[src/verilog/irq_bank_pkg.sv]
// Package: register map, bit positions and carrier types for the irq bank
package irq_bank_pkg;

  // ==========================================================
  // Register byte offsets on the AXI4-Lite bus
  localparam logic [7:0] flags_1_addr = 8'h00;
  localparam logic [7:0] flags_2_addr = 8'h04;
  localparam logic [7:0] flags_3_addr = 8'h08;
  localparam logic [7:0] enables_1_addr = 8'h0c;
  localparam logic [7:0] enables_2_addr = 8'h10;
  localparam logic [7:0] enables_3_addr = 8'h14;
  localparam logic [7:0] core_ctrl_addr = 8'h18;
  localparam logic [7:0] package_cfg_addr = 8'h1c;

  // ==========================================================
  // Reset values and access masks
  localparam logic [7:0] reg_reset = 8'h00;
  // Flag register 2: bit 2 unimplemented, bit 4 reserved
  localparam logic [7:0] flags_2_wmask = 8'hfb;
  localparam logic [7:0] enables_2_wmask = 8'hfb;
  // Flag register 3: bits 5 and 4 follow the serial buffers
  localparam logic [7:0] flags_3_wmask = 8'hcf;
  // Bits present only on the largest package
  localparam logic [7:0] large_only_3 = 8'hc0;
  // Bits present on the two larger packages
  localparam logic [7:0] mid_only_3 = 8'h30;
  localparam logic [7:0] psp_bit_1 = 8'h80;
  localparam logic [7:0] full_mask = 8'hff;

  // ==========================================================
  // Bit positions
  localparam int cc2_bit = 0;
  localparam int timer_three_count_bit = 1;
  localparam int bcl1_bit = 3;
  localparam int eth_bit = 5;
  localparam int cmp_bit = 6;
  localparam int osc_bit = 7;
  localparam int tmr4_bit = 3;
  localparam int tx2_bit = 4;
  localparam int rx2_bit = 5;
  localparam int bcl2_bit = 6;
  localparam int ssp2_bit = 7;
  localparam int cc3_bit = 0;
  localparam int ctrl_peripheral_global_enable_bit = 0;
  localparam int ctrl_priority_levels_enable_bit = 1;
  localparam int cfg_pkg_lsb = 0;
  localparam int cfg_mcu_bit = 2;

  // Package size codes
  localparam logic [1:0] pkg_small = 2'h0;
  localparam logic [1:0] pkg_mid = 2'h1;
  localparam logic [1:0] pkg_large = 2'h2;

  // AXI responses
  localparam logic [1:0] resp_okay = 2'h0;
  localparam logic [1:0] resp_slverr = 2'h2;

  // Capture/compare unit modes
  typedef enum logic [1:0] {
    cc_off = 2'h0,
    cc_capture = 2'h1,
    cc_compare = 2'h3,
    cc_pwm = 2'h2
  } cc_mode_t;

  // Events from the peripherals, one-cycle pulses or levels
  typedef struct packed {
    logic osc_fail;
    logic comparator;
    logic ethernet;
    logic collision_one;
    logic timer_three_ovf;
    logic sync_two_done;
    logic collision_two;
    logic rx_two_full;
    logic tx_two_empty;
    logic timer_four_match;
    logic [3:0] cc_capture_ev;
    logic [3:0] cc_compare_ev;
  } periph_events_t;

  // Whole state of the bank
  typedef struct packed {
    logic [7:0] flags_1;
    logic [7:0] flags_2;
    logic [7:0] flags_3;
    logic [7:0] enables_1;
    logic [7:0] enables_2;
    logic [7:0] enables_3;
    logic [1:0] core_ctrl;
    logic [2:0] package_cfg;
    logic [7:0] waddr;
    logic [31:0] wdata;
    logic aw_held;
    logic w_held;
    logic bvalid;
    logic [1:0] bresp;
    logic rvalid;
    logic [31:0] rdata;
    logic [1:0] rresp;
  } bank_state_t;

endpackage : irq_bank_pkg

[src/verilog/peripheral_irq_flag_enable.sv]
// Peripheral interrupt flag and enable bank with an AXI4-Lite slave
`timescale 1ns/1ns
`default_nettype none

// Function
// Any Ethernet event sets its flag
// Bus collisions set sticky collision flags
// Timer three overflow sets sticky flag
// Capture events set capture/compare unit flags
// Compare matches set capture/compare unit flags
// PWM mode never sets unit flags
// Second serial unit completion sets flag
// Receive flag mirrors buffer full, read-only
// Transmit flag mirrors buffer empty, read-only
// Timer four period match sets flag
// Flag register 3 resets zero, mixed access
// No request without global enable, priorities off
// Enable register 1 layout, resets zero
// Enable register 2 layout, resets zero
// Enable register 3 layout, resets zero
// Unimplemented bit 2 reads zero
// Package size hides second serial bits
// Parallel port enable: largest package, microcontroller
// Flags set regardless of enables
// Software clears flags around enabling
// Request is OR of flag AND enable
// Software keeps reserved enable bit zero
module peripheral_irq_flag_enable
  import irq_bank_pkg::*;
(
  input wire logic aclk,
  input wire logic aresetn,
  input wire logic [7:0] s_axi_awaddr,
  input wire logic [2:0] s_axi_awprot,
  input wire logic s_axi_awvalid,
  output logic s_axi_awready,
  input wire logic [31:0] s_axi_wdata,
  input wire logic [3:0] s_axi_wstrb,
  input wire logic s_axi_wvalid,
  output logic s_axi_wready,
  output logic [1:0] s_axi_bresp,
  output logic s_axi_bvalid,
  input wire logic s_axi_bready,
  input wire logic [7:0] s_axi_araddr,
  input wire logic [2:0] s_axi_arprot,
  input wire logic s_axi_arvalid,
  output logic s_axi_arready,
  output logic [31:0] s_axi_rdata,
  output logic [1:0] s_axi_rresp,
  output logic s_axi_rvalid,
  input wire logic s_axi_rready,
  input wire periph_events_t events,
  input wire logic [7:0] flags_1_set,
  input wire cc_mode_t [3:0] cc_mode,
  output logic peripheral_irq
);

  // ==========================================================
  // State registers
  bank_state_t state_reg;
  bank_state_t state_next;
  logic [7:0] flag2_set;
  logic [7:0] flag3_set;
  logic [7:0] en1_mask;
  logic [7:0] en3_mask;
  logic [7:0] rd_byte;
  logic rd_hit;
  logic wr_fire;
  logic rd_fire;
  logic wr_hit;
  logic [3:0] cc_fire;

  // Address decode shared by both channels
  function automatic logic addr_known(input logic [7:0] a);
    case (a)
      flags_1_addr, flags_2_addr, flags_3_addr, enables_1_addr,
      enables_2_addr, enables_3_addr, core_ctrl_addr,
      package_cfg_addr: addr_known = 1'b1;
      default: addr_known = 1'b0;
    endcase
  endfunction : addr_known

  // ==========================================================
  // Event decode per capture/compare unit
  genvar gi;
  generate
    for (gi = 0; gi < 4; gi++) begin : g_cc
      // PWM and off modes swallow events: the flag is unused there
      assign cc_fire[gi] =
        (cc_mode[gi] == cc_capture && events.cc_capture_ev[gi]) ||
        (cc_mode[gi] == cc_compare && events.cc_compare_ev[gi]);
    end
  endgenerate

  // Set terms are not gated by any enable, so polling works
  always_comb begin
    flag2_set = 8'h00;
    flag3_set = 8'h00;
    flag2_set[osc_bit] = events.osc_fail;
    flag2_set[cmp_bit] = events.comparator;
    flag2_set[eth_bit] = events.ethernet;
    flag2_set[bcl1_bit] = events.collision_one;
    flag2_set[timer_three_count_bit] = events.timer_three_ovf;
    flag2_set[cc2_bit] = cc_fire[0];
    flag3_set[ssp2_bit] = events.sync_two_done;
    flag3_set[bcl2_bit] = events.collision_two;
    flag3_set[tmr4_bit] = events.timer_four_match;
    flag3_set[cc3_bit +: 3] = cc_fire[3:1];
  end

  // Masks for bits that this package size does not have
  always_comb begin
    en3_mask = full_mask;
    en1_mask = full_mask;
    if (state_reg.package_cfg[cfg_pkg_lsb +: 2] != pkg_large) begin
      en3_mask = en3_mask & ~large_only_3;
    end
    if (state_reg.package_cfg[cfg_pkg_lsb +: 2] == pkg_small) begin
      en3_mask = en3_mask & ~mid_only_3;
    end
    if (state_reg.package_cfg[cfg_pkg_lsb +: 2] != pkg_large ||
        !state_reg.package_cfg[cfg_mcu_bit]) begin
      en1_mask = ~psp_bit_1;
    end
  end

  // ==========================================================
  // Bus handshakes: address and data accepted in either order
  assign s_axi_awready = !state_reg.aw_held && !state_reg.bvalid;
  assign s_axi_wready = !state_reg.w_held && !state_reg.bvalid;
  assign s_axi_arready = !state_reg.rvalid;
  assign wr_fire = (state_reg.aw_held || (s_axi_awvalid && s_axi_awready))
    && (state_reg.w_held || (s_axi_wvalid && s_axi_wready));
  assign rd_fire = s_axi_arvalid && s_axi_arready;

  // Read mux, narrow registers in the low byte
  always_comb begin
    rd_hit = addr_known(s_axi_araddr);
    case (s_axi_araddr)
      flags_1_addr: rd_byte = state_reg.flags_1;
      flags_2_addr: rd_byte = state_reg.flags_2 & flags_2_wmask;
      flags_3_addr: rd_byte = state_reg.flags_3 & en3_mask;
      enables_1_addr: rd_byte = state_reg.enables_1 & en1_mask;
      enables_2_addr: rd_byte = state_reg.enables_2 & enables_2_wmask;
      enables_3_addr: rd_byte = state_reg.enables_3 & en3_mask;
      core_ctrl_addr: rd_byte = {6'h00, state_reg.core_ctrl};
      package_cfg_addr: rd_byte = {5'h00, state_reg.package_cfg};
      default: rd_byte = 8'h00;
    endcase
  end

  // ==========================================================
  // Next state: set beats software clear on every sticky flag
  always_comb begin
    logic [7:0] wa;
    logic [7:0] wd;
    wa = state_reg.aw_held ? state_reg.waddr : s_axi_awaddr;
    wd = state_reg.w_held ? state_reg.wdata[7:0] : s_axi_wdata[7:0];
    wr_hit = wr_fire && s_axi_wstrb_ok(wa);
    state_next = state_reg;
    if (s_axi_awvalid && s_axi_awready && !wr_fire) begin
      state_next.aw_held = 1'b1;
      state_next.waddr = s_axi_awaddr;
    end
    if (s_axi_wvalid && s_axi_wready && !wr_fire) begin
      state_next.w_held = 1'b1;
      state_next.wdata = s_axi_wdata;
    end
    // Register writes, byte lane 0 only carries data
    if (wr_hit) begin
      case (wa)
        flags_1_addr: state_next.flags_1 = wd;
        flags_2_addr: state_next.flags_2 = wd & flags_2_wmask;
        flags_3_addr: begin
          state_next.flags_3 = (wd & flags_3_wmask) |
            (state_reg.flags_3 & ~flags_3_wmask);
        end
        enables_1_addr: state_next.enables_1 = wd;
        enables_2_addr: state_next.enables_2 = wd & enables_2_wmask;
        enables_3_addr: state_next.enables_3 = wd;
        core_ctrl_addr: state_next.core_ctrl = wd[1:0];
        package_cfg_addr: state_next.package_cfg = wd[2:0];
        default: state_next.core_ctrl = state_reg.core_ctrl;
      endcase
    end
    // Sticky sets applied after the write so an event is never lost
    state_next.flags_1 = state_next.flags_1 | flags_1_set;
    state_next.flags_2 = state_next.flags_2 | flag2_set;
    state_next.flags_3 = state_next.flags_3 | flag3_set;
    // Buffer status bits follow the serial port directly
    state_next.flags_3[rx2_bit] = events.rx_two_full;
    state_next.flags_3[tx2_bit] = events.tx_two_empty;
    if (wr_fire) begin
      state_next.aw_held = 1'b0;
      state_next.w_held = 1'b0;
      state_next.bvalid = 1'b1;
      state_next.bresp = addr_known(wa) ? resp_okay : resp_slverr;
    end else if (state_reg.bvalid && s_axi_bready) begin
      state_next.bvalid = 1'b0;
    end
    if (rd_fire) begin
      state_next.rvalid = 1'b1;
      state_next.rdata = {24'h000000, rd_byte};
      state_next.rresp = rd_hit ? resp_okay : resp_slverr;
    end else if (state_reg.rvalid && s_axi_rready) begin
      state_next.rvalid = 1'b0;
    end
  end

  // Only lane 0 holds data; its strobe is checked only when the data beat is not already held
  function automatic logic s_axi_wstrb_ok(input logic [7:0] a);
    s_axi_wstrb_ok = addr_known(a) &&
      (state_reg.w_held ? 1'b1 : s_axi_wstrb[0]);
  endfunction : s_axi_wstrb_ok

  // Single register stage for the whole bank
  always_ff @(posedge aclk) begin
    if (!aresetn) begin
      state_reg <= '0;
    end else begin
      state_reg <= state_next;
    end
  end

  // ==========================================================
  // Request towards the core
  always_comb begin
    logic pending;
    pending = |(state_reg.flags_1 & state_reg.enables_1 & en1_mask) |
      |(state_reg.flags_2 & state_reg.enables_2 & enables_2_wmask) |
      |(state_reg.flags_3 & state_reg.enables_3 & en3_mask);
    // With priorities on, the core's own gating takes over
    peripheral_irq = pending && (state_reg.core_ctrl[ctrl_priority_levels_enable_bit] ||
      state_reg.core_ctrl[ctrl_peripheral_global_enable_bit]);
  end

  assign s_axi_bvalid = state_reg.bvalid;
  assign s_axi_bresp = state_reg.bresp;
  assign s_axi_rvalid = state_reg.rvalid;
  assign s_axi_rdata = state_reg.rdata;
  assign s_axi_rresp = state_reg.rresp;

  // ==========================================================
  // Checks
  ethernet_sticky_a: assert property (@(posedge aclk) disable iff (!aresetn)
    events.ethernet |=> state_reg.flags_2[eth_bit])
    else $error("ethernet flag not set");
  collision_sticky_a: assert property (@(posedge aclk) disable iff (!aresetn)
    events.collision_one |=> state_reg.flags_2[bcl1_bit])
    else $error("collision flag not set");
  timer3_set_a: assert property (@(posedge aclk) disable iff (!aresetn)
    events.timer_three_ovf |=> state_reg.flags_2[timer_three_count_bit])
    else $error("timer three flag not set");
  pwm_quiet_a: assert property (@(posedge aclk) disable iff (!aresetn)
    (cc_mode[0] == cc_pwm && !state_reg.flags_2[cc2_bit] && !wr_fire)
    |=> !state_reg.flags_2[cc2_bit])
    else $error("pwm mode set unit flag");
  rx_mirror_a: assert property (@(posedge aclk) disable iff (!aresetn)
    state_reg.flags_3[rx2_bit] == $past(events.rx_two_full))
    else $error("receive flag does not follow buffer");
  timer4_set_a: assert property (@(posedge aclk) disable iff (!aresetn)
    events.timer_four_match |=> state_reg.flags_3[tmr4_bit])
    else $error("timer four flag not set");
  bit2_zero_a: assert property (@(posedge aclk) disable iff (!aresetn)
    !state_reg.flags_2[2] && !state_reg.enables_2[2])
    else $error("unimplemented bit set");
  global_gate_a: assert property (@(posedge aclk) disable iff (!aresetn)
    (state_reg.core_ctrl == 2'h0) |-> !peripheral_irq)
    else $error("request without global enable");

endmodule : peripheral_irq_flag_enable

`default_nettype wire

[config.mk]
export PLATFORM = sky130hd
export DESIGN_NAME = peripheral_irq_flag_enable
export DESIGN_NICKNAME = d
export VERILOG_FILES = /design/src/verilog/irq_bank_pkg.sv /design/src/verilog/peripheral_irq_flag_enable.sv
export SDC_FILE = /design/constraint.sdc
export NUM_CORES = 1
export LEC_CHECK = 0
export BUFFER_PORTS_ARGS = -buffer_cell sky130_fd_sc_hd__buf_2
export CAP_MARGIN = 10
export CORE_MARGIN = 2
export CORE_UTILIZATION = 52
export DETAILED_ROUTE_END_ITERATION = 16
export PLACE_DENSITY = 0.89
export SYNTH_ARGS = -nofsm -noshare
export SYNTH_HDL_FRONTEND = slang
export SYNTH_SLANG_ARGS = --single-unit
[constraint.sdc]
create_clock -name aclk -period 2.1 [get_ports aclk]
set_input_delay 0.525 -clock aclk [delete_from_list [all_inputs] [get_ports aclk]]
set_output_delay 0.525 -clock aclk [all_outputs]
set_load 0.005 [all_outputs]
==> summary.md <==
| Metric | Value |
|---|---|
| FFs w/ async S/R, synth | 0% |
| Crit path kind | flop to output pin |
| Total GRT Usage | 25.6% |
| Power, Total | 3.28 mW |
| Die Width | 98.2 um |
| Drt wl/cell | 17.8 um |
| Final nets | 670 |
| Vias per cell | 6.19 |
| RSZ-0062 raised after global routing | yes |
| Setup TNS | -0.160 ns |
| Area leader, netlist | dfxtp_1 |
| Placeable Area | 8680 um^2 |
| CP max FO | 6 |
| Slew Limit Fails | 0 |
| Initial antenna violation count | 0 |
| First-pass GRT wire length | 19.9 mm |
| FF+latch count, synth | 81 |
| Layout cells sized above 1 | 27.3% |
| Max FFs per register | 69 |
| Status | finished, violations left |
| Final ANT Viol Nets | 0 |
| Psw | 994 uW |
| TritonCTS Sinks | 81 |
| CTS tree | yes |
| I/O pins | 141 |
| Most area-consuming cells after synthesis | dfxtp_1 (35%), mux2i_1 (12%), buf_4 (6.0%), nand2_1 (3.8%), a311oi_1 (3.4%) |
| Routability Congestion | 1.01 |
| Mean area per synthesized cell | 9.29 um^2 |
| Violated checks | negative setup slack |
| P_leak | 2.31 nW |
| Post-Route WL | 12.2 mm |
| Net Sw Frac | 30.3% |
| Most frequent cells in the layout | buf_2 (81), dfxtp_1 (78), mux2i_1 (55) |
| Reg2reg end | state_reg[107] |
| Top-area cell type share of the netlist area | 35.2% |
| Max-cap violation count | 0 |
| IO buf count | 81 |
| EDFF count, synth | 0 |
| Number of global-route vias before repair | 4074 |
| Worst Skew | 0.0153 ns |
| Overflow after GRT | 0 |
| DR iter-0 viols | 365 |
| Hold Path Depth | 2 |
| Mapped Cells | 496 |
| Unique masters post-synth | 61 |
| Clock transition at the registers of the reported paths | 0.08 ns |
| Die Height | 98.2 um |
| First-pass detailed-route iteration total | 7 |
| Finished Core Util | 60.4% |
| Final Hold Viols | 0 |
| Min cycle time layout | 2.26 ns |
| Commonest non-fill, non-tap cell in the layout | buf_2 |
| Post-detail-place hpwl | 9.12 mm |
| Die footprint | 9630 um^2 |
| Clock power share | 31.7% |
| Critical path data arrival time | 1.74 ns |
| FILL cells | 750 |
| Vias | 4235 |
| Startpoint type of the worst setup path | flop |
| Endpoint class of the critical path | output pin |
| Pwr dens | 626 nW/um^2 |
| Row count | 34 |
| Int Pwr | 2.29 mW |
| Worst reg2reg path depth | 6 |
| Initial Util | 53.1% |
| Inserted Diodes | 0 |
| Seq/Total Area, Yosys | 35.2% |
| Latest clock arrival within the worst-skew pair | 0.36 ns |
| Critical path origin | state_reg[80] |
| Maximum clock insertion buffer count | 2 |
| Fin crit share | 108% |
| Remaining DRCs | 0 |
| Hold Buf Count CTS | 0 |
| Critical R2R Launch | state_reg[39] |
| Hold Crit Class | input pin to flop |
| # setup viols final | 1 |
| Sequential group share of total power | 50.5% |
| Predominant post-synthesis flop cell | dfxtp_1 |
| Fmax | 442 MHz |
| Worst setup path endpoint | peripheral_irq |
| Largest net degree at the start of global routing | 52 |
| Syn. warnings | 0 |
| Worst VDD drop | 0.000511 V |
| Post-Syn Area | 4610 um^2 |
| Data required time of the worst path | 1.57 ns |
| Setup ws final | -0.160 ns |
| Worst R2R Setup Slack | 0.17 ns |
| Area grow syn2layout | 13.7% |
| H-tree levels | 3 |
| Num CTS Buffers | 9 |
| CTS root buf | clkbuf_8 |
| Combinational power share | 17.9% |
==> metal layers <==
metal | track usage (%) | routed length [um] | vias up
met4 | 10.4 | 346 | 0
li1 | - | - | 1949
met1 | 31.7 | 4720 | 1995
met2 | 43.3 | 5970 | 251
met5 | 0 | 0 | -
met3 | 5.51 | 1120 | 40
==> per-stage QoR <==
stage | cell area, um^2 | hold WS, ns | cells | worst slack, ns
floorplan | 4700 | 0.426 | 521 | 0.219
global placement | 5030 | 0.441 | 668 | 0.0390
detailed placement | 5030 | 0.448 | 668 | -0.0286
CTS | 5230 | 0.369 | 684 | -0.152
global route | 5240 | 0.381 | 684 | -0.218
finish | 5240 | 0.381 | 684 | -0.160
==> how the worst min path moves through the flow <==
stage | start | to | slack (ns)
6_report | events[9] | state_reg[113] | 0.38
2_1_floorplan | s_axi_rdata[0] | s_axi_rdata[0] | 0.43
3_3_place_gp | s_axi_rdata[7] | s_axi_rdata[7] | 0.44
5_1_grt | events[10] | state_reg[114] | 0.38
4_1_cts | events[9] | state_reg[113] | 0.37
3_5_place_dp | s_axi_rdata[3] | s_axi_rdata[3] | 0.45
==> power by group through the flow <==
stage	clock [mW]	combinational, mW	sequential [mW]
5_1_grt	1.12	0.642	1.66
3_5_place_dp	0	0.574	1.68
4_1_cts	1.05	0.576	1.65
3_3_place_gp	0	0.546	1.68
6_report	1.04	0.587	1.65
2_1_floorplan	0	0.414	1.66
==> synthesized netlist by cell type (7+ instances only) <==
cell type,number
buf_2,9
mux2_2,13
nor2b_1,23
a211oi_1,20
o31ai_1,20
a22oi_1,13
buf_4,37
a311oi_1,18
nand2_1,47
clkbuf_1,13
nor2_1,33
mux2i_1,55
o21ai_0,7
nand3_1,10
dfxtp_1,81
==> area by class of cell <==
type                            instances  area (um^2)  share of cell area [%]
Timing Repair Buffer                  105          623                    11.9
Multi-Input combinational cell        368         2660                    50.7
Clock buffer                            9          124                    2.36
Sequential cell                        81         1630                    31.0
Inverter                                6         22.5                   0.430
Clock inverter                          7         56.3                    1.07
Tap cell                              108          135                    2.58
==> critical path: stages (launching register included) <==
cell	delay [ns]
dfxtp_1	0.46
nand4b_1	0.21
nor2_1	0.06
a211o_1	0.22
o32a_1	0.31
buf_2	0.14
==> timing repair <==
action | CTS | global route
resized for setup | 3 | 4
endpoints found under the setup margin | 1 | 3
setup buffers | 0 | 0
endpoints found under the hold margin | 0 | 0
==> cell families (layout without fill, tap and decap cells) <==
kind of cell    Yosys count  in the layout  synth area share (%)
simple gates            152            152                  17.3
compound gates          119            119                  21.1
mux                      71             71                  16.6
flops                    81             81                  35.2
buf+inv                  72            127                  9.77
other cells               1             26                0.0814
No activity file was read; power rests on OpenSTA's default activity.
